[config.mk]
export PLATFORM = sky130hd
export DESIGN_NAME = uhlp_regs
export DESIGN_NICKNAME = d
export VERILOG_FILES = /design/src/uhlp_pkg.sv /design/src/uhlp_regs.sv
export SDC_FILE = /design/constraint.sdc
export NUM_CORES = 1
export LEC_CHECK = 0
export BUFFER_PORTS_ARGS = -buffer_cell sky130_fd_sc_hd__buf_2
export CORE_ASPECT_RATIO = 0.7
export CORE_MARGIN = 10
export CORE_UTILIZATION = 53
export CTS_CLUSTER_DIAMETER = 200
export CTS_CLUSTER_SIZE = 40
export DETAILED_ROUTE_END_ITERATION = 8
export PLACE_DENSITY_LB_ADDON = 0.12
export SLEW_MARGIN = 20
export SYNTH_ARGS = -nofsm -noshare
export SYNTH_HDL_FRONTEND = slang
export SYNTH_SLANG_ARGS = --single-unit
[constraint.sdc]
create_clock -name pclk -period 4.45 [get_ports pclk]
set_clock_uncertainty 0.2 [all_clocks]
set_input_delay 0.2225 -clock pclk [delete_from_list [all_inputs] [get_ports pclk]]
set_output_delay 0.2225 -clock pclk [all_outputs]
set_load 0.05 [all_outputs]
[src/uhlp_pkg.sv]
// uhlp_pkg: offsets, field layout and carrier types of the list pointer bank.
// assumes a 32-bit apb slave with word-aligned registers.
package uhlp_pkg;
   localparam logic [7:0] OFF_CTRL_HEAD = 8'h20;
   localparam logic [7:0] OFF_CTRL_CUR = 8'h24;
   localparam logic [7:0] OFF_BULK_HEAD = 8'h28;
   localparam logic [7:0] OFF_BULK_CUR = 8'h2C;
   localparam logic [7:0] OFF_DONE_HEAD = 8'h30;
   localparam int ADDR_W = 8;
   // pointers are 16-byte aligned, bits 3..0 always zero
   localparam logic [31:0] PTR_MASK = 32'hFFFFFFF0;
   localparam logic [31:0] PTR_RESET = 32'h00000000;
   localparam logic [31:0] RD_UNMAPPED = 32'h00000000;

   // one update from the list engine: strobe plus new address
   typedef struct packed {
      logic wr;
      logic [31:0] addr;
   } uhlp_upd_s;
endpackage

[src/uhlp_regs.sv]
// uhlp_regs: apb register bank holding the control, bulk and done list pointers.
// the list engine reads the pointers from the output ports and moves the
// current and done pointers through one-cycle update carriers.
// assumes the list engine is on pclk and drives its update strobes synchronously.
// assumes an apb master on the same clock; this slave never inserts wait states.
//
// Operation
// the control head pointer at 0x20 is written by software, read by the engine, resets to 0.
// the control current pointer at 0x24 is writable in bits 31..4 by software and engine.
// the bulk head pointer at 0x28 is written by software, read by the engine, resets to 0.
// the bulk current pointer at 0x2C is writable in bits 31..4 by software and engine.
// the done head pointer at 0x30 is written only by the engine and is read-only to software.
// bits 3..0 of every descriptor pointer stay zero, are unwritable and read as zero.
`timescale 1ns/1ps
module uhlp_regs (
   input wire logic pclk,
   input wire logic presetn,
   input wire logic psel,
   input wire logic penable,
   input wire logic pwrite,
   input wire logic [7:0] paddr,
   input wire logic [31:0] pwdata,
   output logic [31:0] prdata,
   output logic pready,
   output logic pslverr,
   input wire uhlp_pkg::uhlp_upd_s ctrl_cur_upd,
   input wire uhlp_pkg::uhlp_upd_s bulk_cur_upd,
   input wire uhlp_pkg::uhlp_upd_s done_upd,
   output logic [31:0] control_head_addr,
   output logic [31:0] control_current_addr,
   output logic [31:0] bulk_head_addr,
   output logic [31:0] bulk_current_addr,
   output logic [31:0] done_queue_addr
);
   // register state and next values, one pair per pointer
   logic [31:0] ctrl_head_reg;
   logic [31:0] ctrl_head_next;
   logic [31:0] ctrl_cur_reg;
   logic [31:0] ctrl_cur_next;
   logic [31:0] bulk_head_reg;
   logic [31:0] bulk_head_next;
   logic [31:0] bulk_cur_reg;
   logic [31:0] bulk_cur_next;
   logic [31:0] done_reg;
   logic [31:0] done_next;
   logic [31:0] rdata_reg;
   logic [31:0] rdata_next;
   // apb phase qualifiers: a write acts in the access phase, a read is
   // captured in the setup phase so that prdata can come from a flop
   logic wr_acc;
   logic rd_acc;
   logic mapped;

   // zero-wait slave: every access completes in its first access cycle
   assign pready = 1'b1;
   assign wr_acc = psel & penable & pwrite;
   assign rd_acc = psel & ~penable & ~pwrite;

   // address decode; unmapped reads give zero, unmapped writes are dropped
   always_comb begin
      case (paddr)
         uhlp_pkg::OFF_CTRL_HEAD,
         uhlp_pkg::OFF_CTRL_CUR,
         uhlp_pkg::OFF_BULK_HEAD,
         uhlp_pkg::OFF_BULK_CUR,
         uhlp_pkg::OFF_DONE_HEAD: mapped = 1'b1;
         default: mapped = 1'b0;
      endcase
   end
   assign pslverr = psel & penable & ~mapped;

   // software write strikes, one per register; an access to an unmapped
   // offset raises none of them, so such a write is simply dropped
   logic wr_ctrl_head;
   logic wr_ctrl_cur;
   logic wr_bulk_head;
   logic wr_bulk_cur;
   logic wr_done_head;
   // a strike needs the access phase and an exact offset
   assign wr_ctrl_head = wr_acc & (paddr == uhlp_pkg::OFF_CTRL_HEAD);
   assign wr_ctrl_cur = wr_acc & (paddr == uhlp_pkg::OFF_CTRL_CUR);
   assign wr_bulk_head = wr_acc & (paddr == uhlp_pkg::OFF_BULK_HEAD);
   assign wr_bulk_cur = wr_acc & (paddr == uhlp_pkg::OFF_BULK_CUR);
   assign wr_done_head = wr_acc & (paddr == uhlp_pkg::OFF_DONE_HEAD);

   // read selects, decoded in the setup cycle only; an unmapped read
   // raises none of them and returns the unmapped value
   logic rd_ctrl_head;
   logic rd_ctrl_cur;
   logic rd_bulk_head;
   logic rd_bulk_cur;
   logic rd_done_head;
   // a select needs the setup phase and an exact offset
   assign rd_ctrl_head = rd_acc & (paddr == uhlp_pkg::OFF_CTRL_HEAD);
   assign rd_ctrl_cur = rd_acc & (paddr == uhlp_pkg::OFF_CTRL_CUR);
   assign rd_bulk_head = rd_acc & (paddr == uhlp_pkg::OFF_BULK_HEAD);
   assign rd_bulk_cur = rd_acc & (paddr == uhlp_pkg::OFF_BULK_CUR);
   assign rd_done_head = rd_acc & (paddr == uhlp_pkg::OFF_DONE_HEAD);

   // engine strikes unpacked from their carriers; the engine may strike
   // in any cycle, including one in which software writes the same pointer
   logic eng_ctrl_cur;
   logic eng_bulk_cur;
   logic eng_done;
   assign eng_ctrl_cur = ctrl_cur_upd.wr;
   assign eng_bulk_cur = bulk_cur_upd.wr;
   assign eng_done = done_upd.wr;

   // candidate values with the low nibble cleared once per source; the
   // mask keeps a misaligned descriptor address out of the bank
   logic [31:0] sw_ptr_val;
   logic [31:0] eng_ctrl_val;
   logic [31:0] eng_bulk_val;
   logic [31:0] eng_done_val;
   assign sw_ptr_val = pwdata & uhlp_pkg::PTR_MASK;
   assign eng_ctrl_val = ctrl_cur_upd.addr & uhlp_pkg::PTR_MASK;
   assign eng_bulk_val = bulk_cur_upd.addr & uhlp_pkg::PTR_MASK;
   assign eng_done_val = done_upd.addr & uhlp_pkg::PTR_MASK;

   // control list head: only software writes it and the engine only reads
   // it, so there is nothing to arbitrate
   always_comb begin
      ctrl_head_next = ctrl_head_reg;
      case (wr_ctrl_head)
         1'b1: begin
            // lands at the access edge, seen on the port right after that edge
            ctrl_head_next = sw_ptr_val;
         end
         default: begin
            // reads and other offsets leave the pointer as it is
            ctrl_head_next = ctrl_head_reg;
         end
      endcase
   end

   // control list head register; the async clear keeps the engine from
   // seeing a stale list head while the controller leaves reset
   always_ff @(posedge pclk or negedge presetn) begin
      if (!presetn) begin
         ctrl_head_reg <= uhlp_pkg::PTR_RESET;
      end else begin
         ctrl_head_reg <= ctrl_head_next;
      end
   end

   // control list current: the engine beats a software write in the same
   // cycle, since the engine reports where it really is in the list
   always_comb begin
      ctrl_cur_next = ctrl_cur_reg;
      case ({eng_ctrl_cur, wr_ctrl_cur})
         2'b01: begin
            ctrl_cur_next = sw_ptr_val;
         end
         2'b10,
         2'b11: begin
            // on a collision the software value is lost; a driver that
            // races the engine must read the pointer back
            ctrl_cur_next = eng_ctrl_val;
         end
         default: begin
            // no strike from either side
            ctrl_cur_next = ctrl_cur_reg;
         end
      endcase
   end

   // control list current register, cleared by reset so the engine
   // starts its walk from the head after every reset
   always_ff @(posedge pclk or negedge presetn) begin
      if (!presetn) begin
         ctrl_cur_reg <= uhlp_pkg::PTR_RESET;
      end else begin
         ctrl_cur_reg <= ctrl_cur_next;
      end
   end

   // bulk list head: only software writes it and the engine only reads
   // it, so there is nothing to arbitrate
   always_comb begin
      bulk_head_next = bulk_head_reg;
      case (wr_bulk_head)
         1'b1: begin
            // lands at the access edge, seen on the port right after that edge
            bulk_head_next = sw_ptr_val;
         end
         default: begin
            // reads and other offsets leave the pointer as it is
            bulk_head_next = bulk_head_reg;
         end
      endcase
   end

   // bulk list head register; the async clear keeps the engine from
   // seeing a stale list head while the controller leaves reset
   always_ff @(posedge pclk or negedge presetn) begin
      if (!presetn) begin
         bulk_head_reg <= uhlp_pkg::PTR_RESET;
      end else begin
         bulk_head_reg <= bulk_head_next;
      end
   end

   // bulk list current: the engine beats a software write in the same
   // cycle, since the engine reports where it really is in the list
   always_comb begin
      bulk_cur_next = bulk_cur_reg;
      case ({eng_bulk_cur, wr_bulk_cur})
         2'b01: begin
            bulk_cur_next = sw_ptr_val;
         end
         2'b10,
         2'b11: begin
            // on a collision the software value is lost; a driver that
            // races the engine must read the pointer back
            bulk_cur_next = eng_bulk_val;
         end
         default: begin
            // no strike from either side
            bulk_cur_next = bulk_cur_reg;
         end
      endcase
   end

   // bulk list current register, cleared by reset so the engine
   // starts its walk from the head after every reset
   always_ff @(posedge pclk or negedge presetn) begin
      if (!presetn) begin
         bulk_cur_reg <= uhlp_pkg::PTR_RESET;
      end else begin
         bulk_cur_reg <= bulk_cur_next;
      end
   end

   // done queue head: only the engine moves it; a software write is
   // decoded on purpose so that dropping it is explicit rather than
   // an accident of the decode
   always_comb begin
      done_next = done_reg;
      case ({eng_done, wr_done_head})
         2'b01: begin
            // software may not move the done head
            done_next = done_reg;
         end
         2'b10,
         2'b11: begin
            // the engine value stands whether or not software wrote in
            // the same cycle
            done_next = eng_done_val;
         end
         default: begin
            // no strike from the engine
            done_next = done_reg;
         end
      endcase
   end

   // done queue head register, cleared by reset so an empty queue reads
   // as a null pointer
   always_ff @(posedge pclk or negedge presetn) begin
      if (!presetn) begin
         done_reg <= uhlp_pkg::PTR_RESET;
      end else begin
         done_reg <= done_next;
      end
   end

   // read mux, captured at the setup edge so prdata is a flop by the access
   // phase; the price is that an engine update in that same setup cycle is
   // not seen by the read, only by the next one
   always_comb begin
      rdata_next = rdata_reg;
      if (rd_ctrl_head) begin
         rdata_next = ctrl_head_reg;
      end else if (rd_ctrl_cur) begin
         rdata_next = ctrl_cur_reg;
      end else if (rd_bulk_head) begin
         rdata_next = bulk_head_reg;
      end else if (rd_bulk_cur) begin
         rdata_next = bulk_cur_reg;
      end else if (rd_done_head) begin
         rdata_next = done_reg;
      end else if (rd_acc) begin
         rdata_next = uhlp_pkg::RD_UNMAPPED;
      end
   end

   // read data register; it holds until the next read setup, so a write
   // in between does not disturb what the last read returned
   always_ff @(posedge pclk or negedge presetn) begin
      if (!presetn) begin
         rdata_reg <= uhlp_pkg::RD_UNMAPPED;
      end else begin
         rdata_reg <= rdata_next;
      end
   end

   // pointer outputs to the list engine come straight from the flops, so
   // the engine sees a change right after the edge that makes it
   assign prdata = rdata_reg;
   assign control_head_addr = ctrl_head_reg;
   assign control_current_addr = ctrl_cur_reg;
   assign bulk_head_addr = bulk_head_reg;
   assign bulk_current_addr = bulk_cur_reg;
   assign done_queue_addr = done_reg;
endmodule // uhlp_regs

-- Word level (Yosys, flattened, before mapping)
Cells that the tools add are included.
W data, S select, Z words.
- equality and inequality tests: 13
- multiplexer cells: 9
- bitwise operators: 18
- reduce and logical (&&, ||, !) cells: 7
- operator list (kind ; number):
    $mux W32 ; 6
    $pmux W32 S2 ; 2
    $eq A8 B6 Y1 const B ; 5
    $and A1 B1 Y1 ; 15
    $eq A2 B2 Y1 const B ; 6
    $reduce_bool A6 Y1 ; 1
    $reduce_or A2 Y1 ; 3
    $reduce_or A5 Y1 ; 1
    $eq A2 B1 Y1 const B ; 2
    $reduce_bool A2 Y1 ; 2
    $not A1 Y1 ; 3
    $mux W1 ; 1
- register bits after elaboration: 180
- input port bits: 144
- output and inout bits: 194
- word-level logic and storage cells: 53

-- Longest topological paths before layout
Gate-level depths: netlist (run 1).
- word-level depth: 9
- depth in mapped cells: 7
- mapped depth without buffers: 4

-- Worst setup path after synthesis (run 1)
Ideal clock, no wire load.
- path kind: input -> register
- start: input port paddr[0]
- end: register bulk_head_reg[10], in the netlist bulk_head_addr[10]
- setup time: 0.125 ns
- arrival: 1.898 ns
- required time: 4.125 ns
- setup slack: 2.227 ns
- stages on the path: 6
- path buffers: 3
- cells stage by stage: buf_6 or4b_1 buf_6 nor3_4 buf_6 mux2_4
- word-level cells in the longest chain between the ends: 2
- ends and longest elaborated chain (element ; line ; text):
    start: declaration ; uhlp_regs.sv:21 ; input wire logic [7:0] paddr,
    $eq A8 B6 Y1 ; uhlp_regs.sv:82 ; assign wr_bulk_head = wr_acc & (paddr == uhlp_pkg::OFF_BULK_HEAD);
    $and A1 B1 Y1 ; uhlp_regs.sv:82 ;
    end signal: assignment ; uhlp_regs.sv:197 ; bulk_head_reg <= uhlp_pkg::PTR_RESET;
    end signal: assignment ; uhlp_regs.sv:199 ; bulk_head_reg <= bulk_head_next;
    end: declaration ; uhlp_regs.sv:40 ; logic [31:0] bulk_head_reg;
Every way passes these cells.
A chain may end at the register's enable or synchronous reset.

-- Worst setup path in the final report (run 1)
- start: input port paddr[4]
- end: register ctrl_cur_reg[16], in the netlist control_current_addr[16]
- word-level cells in the longest chain between the ends: 5
- elaborated cells on any way between the ends: 8
- classes of those cells: eq/ne (4); mux (1); bitwise (1); reduce/logical (2)
- ends and longest elaborated chain (element ; line ; text):
    $eq A8 B6 Y1 * ; uhlp_regs.sv:81 ; assign wr_ctrl_cur = wr_acc & (paddr == uhlp_pkg::OFF_CTRL_CUR);
    $and A1 B1 Y1 * ; uhlp_regs.sv:81 ;
    $eq A2 B2 Y1 ; uhlp_regs.sv:150 ; case ({eng_ctrl_cur, wr_ctrl_cur})
    $reduce_or A2 Y1 ; uhlp_regs.sv:150 ;
    $pmux W32 S2 or $reduce_bool A2 Y1 (tied branches) ; -- ;
    end signal: assignment ; uhlp_regs.sv:171 ; ctrl_cur_reg <= uhlp_pkg::PTR_RESET;
    end signal: assignment ; uhlp_regs.sv:173 ; ctrl_cur_reg <= ctrl_cur_next;
    end: declaration ; uhlp_regs.sv:38 ; logic [31:0] ctrl_cur_reg;
Mark *: on every way between the ends. The rest lies on a longest branch, timed or not. The select of a mux whose other input is x is not followed.

==> results of run 1 <==
## cell type report
type	count	area [um^2]	share of cell area, %
diodes	1	2.50	0.0203
clock buffers	18	429	3.48
repair buffers	480	3320	27.0
multi-input cells	546	3990	32.4
well taps	200	250	2.03
inverters	1	3.75	0.0305
flip-flops and latches	168	4200	34.1
clock inverters	13	121	0.985
## registers in the layout (all words and copies together), names as in the netlist
signal,count
done_queue_addr,28
control_head_addr,28
bulk_head_addr,28
control_current_addr,28
prdata,28
bulk_current_addr,28
## logic make-up (layout without fill, tap and decap cells)
family	after synthesis	in the layout
buffers and inverters	97	512
DFF	168	168
muxes	141	141
other	2	26
and+or+nand+nor	173	173
AOI/OAI and AO/OA	207	207
## report_power, final
group | internal (mW) | leakage [nW] | switching (mW)
combinational | 0.355 | 3.41 | 0.792
sequential | 1.65 | 2.12 | 0.100
clock | 0.774 | 0.256 | 0.648
## per-layer routing
metal	vias to the layer above	part of all wire (%)	GRT usage, %
met4	0	2.8	9.71
met1	4134	39	38.5
met5	-	0	0
met2	579	47	48.6
met3	70	11	7.81
li1	3715	-	-
## worst reg2reg max path, cell delays in order (launching register included)
cell and delay, ps:
dfrtp_1 400, mux2i_1 140, o21ai_0 100, dlygate4sd3_1 600
## cells in the final DEF (no fill, tap or decap), drive strengths merged, types with 11 or more instances in the layout
| cell type | instances |
|---|---|
| a22o | 27 |
| nand2b | 29 |
| dlygate4sd3 | 168 |
| a21oi | 16 |
| buf | 312 |
| a211oi | 16 |
| mux2 | 84 |
| conb | 25 |
| nor3 | 20 |
| a31oi | 12 |
| clkbuf | 18 |
| mux2i | 57 |
| o21ai | 95 |
| nor2 | 22 |
| nand2 | 59 |
| nand4 | 28 |
| o22ai | 11 |
| o2111ai | 28 |
| dfrtp | 168 |
## through the flow
step                      util, %  instances
final                        78.5       1427
after global routing         78.5       1427
after CTS                    78.4       1426
after detailed placement     64.2       1227
after global placement       64.2       1227
after floorplan                 -        811
## final timing paths
path                            slack, ps                  endpoint                    start  cells past startpoint
worst max-delay path                 1390  control_current_addr[16]                 paddr[4]                      7
worst min register to register        320     control_head_addr[31]    control_head_addr[31]                      1
worst min-delay path                   60                prdata[30]                 paddr[6]                      4
min in group asynchronous             290     control_head_addr[17]                  presetn                      2
worst max register to register       2880   control_current_addr[7]  control_current_addr[7]                      3
max in group asynchronous            2650  control_current_addr[13]                  presetn                      3
==> key figures, run 1 <==
Detailed routing
  – Vias: 8,498
  – Antenna violation net count after detailed routing: 0
  – Total wire length: ~33,000 um
  – DRC errors left: 0
  – Number of design-rule violations left by the first detailed-router iteration: 829
  – Iteration count of the initial detailed-routing pass: 5
  – WL per Instance: between 20 and 25 um
  – Vias/cell: 5.96

Critical path
  – CP arrival: approximately 3200 ps
  – Required time at the worst-slack endpoint: 4550 ps
  – Slowest library cell on the worst path: nor3_2
  – Startpoint class of the critical path: input port
  – Kind of critical path: in -> reg
  – Series of cell instances along the critical path: buf_2 > or4b_1 > nor3_2 > buf_12 > mux2i_1 > o21ai_1 > dlygate4sd3_1
  – Gate family responsible for the most delay along the worst path: simple AND/OR/NAND/NOR gates
  – Top fanout value on the critical path: 22
  – Type of destination of the critical path: register
  – Slowest cell delay on critical path: 790 ps
  – Crit path buffers/inverters: 3

Cells and area
  – Final design area excluding fillers: approximately 0.012 mm^2
  – Post-layout net count: approximately 1,400
  – Share of cells above drive strength 1: between 30% and 40%
  – Synthesis-to-layout area growth: 43.0%
  – Count of fill cells added during filler insertion: just over 1,000

Floorplanning
  – Overall die width: 172 um
  – Number of placement rows: 38
  – Core area: 0.0157 mm^2
  – Initial Util: a little over half
  – Die height: 127 um
  – Count of pins on the block boundary: 338
  – Total Die Area: ~0.022 mm^2

Placed design
  – HPWL after DPL: 20,800 um
  – Placer's final routability congestion estimate: ~0.81
  – Worst slack after detailed placement: 1530 ps
  – Port Buffers: 296
  – Cell area after placement: around 0.010 mm^2

Yosys
  – Most frequent cell after synthesis: dfrtp_1
  – Netlist area before placement: 0.00861 mm^2
  – Ranking of synthesized cells by instance count: dfrtp_1, mux2_2, nand2_1
  – Number of synthesized flops with an enable pin: 0
  – Top cell type by total area after synthesis: dfrtp_1
  – Adder-Cell Fraction of Synth Area: 0%
  – Leading post-synthesis cells by cell area: dfrtp_1, mux2_2, mux2i_1
  – Sequential fraction of the synthesis area: 48.8%
  – Compound-Gate Fraction of Synth Area: 15.3%
  – Number of instances in the synthesized netlist: 788
  – Synth warn: 0
  – Dominant combinational cell family by area after synthesis: multiplexers
  – Async set or reset register ratio after synthesis: 100%
  – Post-synthesis share of cell area spent on and, or, nand and nor gates: 10.9%
  – Primary flip-flop cell chosen by synthesis mapping: dfrtp_1
  – Number of storage elements in the synthesis netlist: 168
  – Area fraction of the dominant cell type after synthesis: roughly 49%
  – Proportion of synthesized area in mux cells: ~18%
  – Number of distinct library cells after synthesis: 45
  – Syn avg cell area: 10.9 um^2
  – Xor/xnor cell area share of the yosys netlist: 0%

Clocking
  – Sinks on the clock net: 168
  – Hold buffer count at CTS: 168
  – Clock-pin transition on the worst setup and hold timing paths: 70 ps
  – Clk Tree Root Cell: clkbuf_16
  – Number of CTS-inserted buffers: 17
  – Latest clock arrival within the worst-skew pair: 420 ps
  – Buffer count from post-CTS setup fixing: 0
  – Number of buffers between clock root and the deepest sink: 2
  – TritonCTS clock tree: built
  – # resized after CTS: 0
  – Count of H-tree levels built during CTS: 4

STA
  – Relative slew slack: 23.0%
  – Final hold slack: between 50 and 60 ps
  – Setup-violating endpoint count in the final report: 0
  – Number of pins with negative max-slew slack in the final report: 0
  – Final Hold Violating Endpoints: 0
  – Sum of negative setup slack: 0 ps
  – Post-layout min period: between 3000 and 4000 ps
  – Share of the clock period used by the worst path after layout: between 60 and 70%
  – Least-Margin Pin Slew: 1150 ps
  – Final setup margin: roughly 1400 ps
  – Achievable frequency: 327 MHz
  – Unrepaired setup endpoints after global routing: false

Run status
  – Status: finished, final reports clean

Global route
  – GR Util All Layers: 30.0%
  – Via count of the first global-routing pass: slightly below 9,000
  – GRT overflow: 0
  – Global-route wire length before repair: 51,300 um
  – Pin count of the biggest net entering global routing: 106
  – Antenna violations before repair: 1

Power
  – Leakage power summed over all cells: 5.79 nW
  – Areal power density over the cells: 350 mW/mm^2
  – Max VDD drop: about 0.25 mV
  – Total power draw: 4.31 mW

Min path
  – Hold Crit Class: in -> reg

Run
  – Max-Cap Viols: 0
No activity file was read; power rests on OpenSTA's default activity.
==> inputs of run 2 (changes only) <==
--- a/config.mk
+++ b/config.mk
@@ -8,7 +8,7 @@
 export BUFFER_PORTS_ARGS = -buffer_cell sky130_fd_sc_hd__buf_2
 export CORE_ASPECT_RATIO = 0.7
 export CORE_MARGIN = 10
-export CORE_UTILIZATION = 53
+export CORE_UTILIZATION = 45
 export CTS_CLUSTER_DIAMETER = 200
 export CTS_CLUSTER_SIZE = 40
 export DETAILED_ROUTE_END_ITERATION = 8
==> constraint.sdc (replaced) <==
create_clock -name pclk -period 2.5 [get_ports pclk]
set_clock_uncertainty 0.2 [all_clocks]
set_input_delay 0.125 -clock pclk [delete_from_list [all_inputs] [get_ports pclk]]
set_output_delay 0.125 -clock pclk [all_outputs]
set_load 0.05 [all_outputs]
==> key figures, run 2 (synthesis gave the netlist of run 1 again) <==
Global route
  – Pin count of the biggest net entering global routing: 64
  – GRT overflow: 0
  – Via count of the first global-routing pass: 8,894
  – GR Util All Layers: 26.8%
  – Global-route wire length before repair: 51,800 um
  – Antenna violations before repair: 0

Detailed routing
  – Iteration count of the initial detailed-routing pass: 5
  – Vias/cell: 5.65
  – Vias: about 8,500
  – DRC errors left: 0
  – Total wire length: about 34,000 um
  – WL per Instance: 23.0 um
  – Number of design-rule violations left by the first detailed-router iteration: 694
  – Antenna violation net count after detailed routing: 0

Power
  – Leakage power summed over all cells: a little under 6 nW
  – Share of total power in the clock network: 33.7%
  – Areal power density over the cells: 614 mW/mm^2
  – Net Sw Frac: 35.3%
  – Max VDD drop: 0.339 mV
  – Fraction of power consumed by combinational cells: around a quarter
  – Internal power component: 5.06 mW
  – Switching component of the power: around 2.8 mW
  – Sequential Power Share: 39.8%

Clocking
  – Number of CTS-inserted buffers: 17
  – Clock-pin transition on the worst setup and hold timing paths: 70 ps
  – Number of buffers between clock root and the deepest sink: 2
  – Latest clock arrival within the worst-skew pair: 430 ps
  – Count of H-tree levels built during CTS: 4
  – Clk Tree Root Cell: clkbuf_16
  – Sinks on the clock net: 168
  – TritonCTS clock tree: built

Placed design
  – Port Buffers: 296
  – HPWL after DPL: 22,100 um
  – Number of placed instances, taps included: ~1,300
  – Cell area after placement: 0.0104 mm^2
  – Placer's final routability congestion estimate: just over 0.8

Run status
  – Status: finished, final reports clean

STA
  – Setup-violating endpoint count in the final report: 0
  – Unrepaired setup endpoints after global routing: false
  – Share of the clock period used by the worst path after layout: between 90% and 100%
  – Relative slew slack: 42.1%
  – Sum of negative setup slack: 0 ps
  – Achievable frequency: ~430 MHz
  – Post-layout min period: approximately 2300 ps
  – Least-Margin Pin Slew: 869 ps
  – Number of pins with negative max-slew slack in the final report: 0
  – Final Hold Violating Endpoints: 0

Critical path
  – Startpoint class of the critical path: input port
  – Reg2reg start: done_queue_addr[30]
  – Capturing point of the worst reg2reg path: prdata[30]
  – Type of destination of the critical path: register
  – Top fanout value on the critical path: 14
  – Required time at the worst-slack endpoint: ~2600 ps
  – Kind of critical path: in -> reg
  – CP arrival: 2440 ps
  – Reg-to-reg setup timing slack: 660 ps
  – Register-to-Register Path Depth: 5

Floorplanning
  – Overall die width: around 190 um
  – Total Die Area: between 0.02 and 0.03 mm^2
  – Initial Util: 45.6%
  – Count of pins on the block boundary: 338
  – Core area: 0.0189 mm^2
  – Number of placement rows: 42
  – Die height: 136 um

Cells and area
  – Commonest non-fill, non-tap cells in the layout: buf_2, dlygate4sd3_1, dfrtp_1, mux2_2, nand2_1
  – Final design area excluding fillers: 0.0127 mm^2
  – Post-layout net count: approximately 1,400
  – Commonest non-fill, non-tap cell in the layout: buf_2
  – Share of cells above drive strength 1: 36.7%
  – Synthesis-to-layout area growth: 48.0%
  – Post-Layout Cell Count: 1,498

Run
  – Max-Cap Viols: 0

Min path
  – Hold Crit Class: in -> async
[run 2: layout make-up]
cell class	count	area [um^2]
diodes	2	5.00
clock buffers	21	470
clock inverters	11	111
fillers	1477	6120
inverters	1	3.75
multi-input cells	546	3990
flip-flops and latches	168	4200
well taps	242	303
repair buffers	507	3650
[run 2: through the flow]
stage               total power, mW  setup WS, ps  util, %  hold slack (ps)
finish                         7.82           160     67.5             39.4
floorplan                      4.35           374        -             -371
CTS                            7.83           114     67.5             57.2
detailed placement             4.94           204     55.0            -31.0
global placement               4.93           209     55.0            -37.3
global route                   8.11           140     67.5             87.4
[run 2: timing repair]
item / in CTS / in global routing
resized for setup: 0 / 1
endpoints found under the hold margin: 267 / 0
hold buffers: 178 / 0
setup endpoints to repair: 0 / 8
setup buffers: 0 / 0
[run 2: routing by layer]
layer  track usage [%]  wire length (um)  vias to the layer above  part of all wire [%]
met3              8.17              3580                       65                    10
met5                 0                 0                        -                     0
met1              34.4             14100                     4130                    41
li1                  -                 -                     3788                     -
met4              10.0               875                        0                   2.5
met2              41.7             15900                      483                    46
[run 2: worst max-delay path, stage by stage]
cell	delay, ps
buf_2	150
or4b_4	640
nor3_2	220
buf_4	380
mux2i_1	230
o21ai_1	80
dlygate4sd3_1	610
[run 2: power groups by stage]
stage	Clock [mW]	Combinational (mW)	Sequential, mW
global route	2.79	2.18	3.13
finish	2.63	2.08	3.11
global placement	0	1.78	3.16
CTS	2.67	2.05	3.10
floorplan	0	0.481	3.86
detailed placement	0	1.79	3.15
[run 2: worst max path at each step]
stage	from	to	cells after the start
after floorplan	paddr[0]	bulk_head_addr[10]	6
after global placement	paddr[4]	control_current_addr[24]	6
after detailed placement	paddr[4]	control_current_addr[6]	6
after CTS	paddr[4]	control_current_addr[6]	7
after global routing	paddr[4]	control_current_addr[28]	7
final	paddr[4]	control_current_addr[23]	7
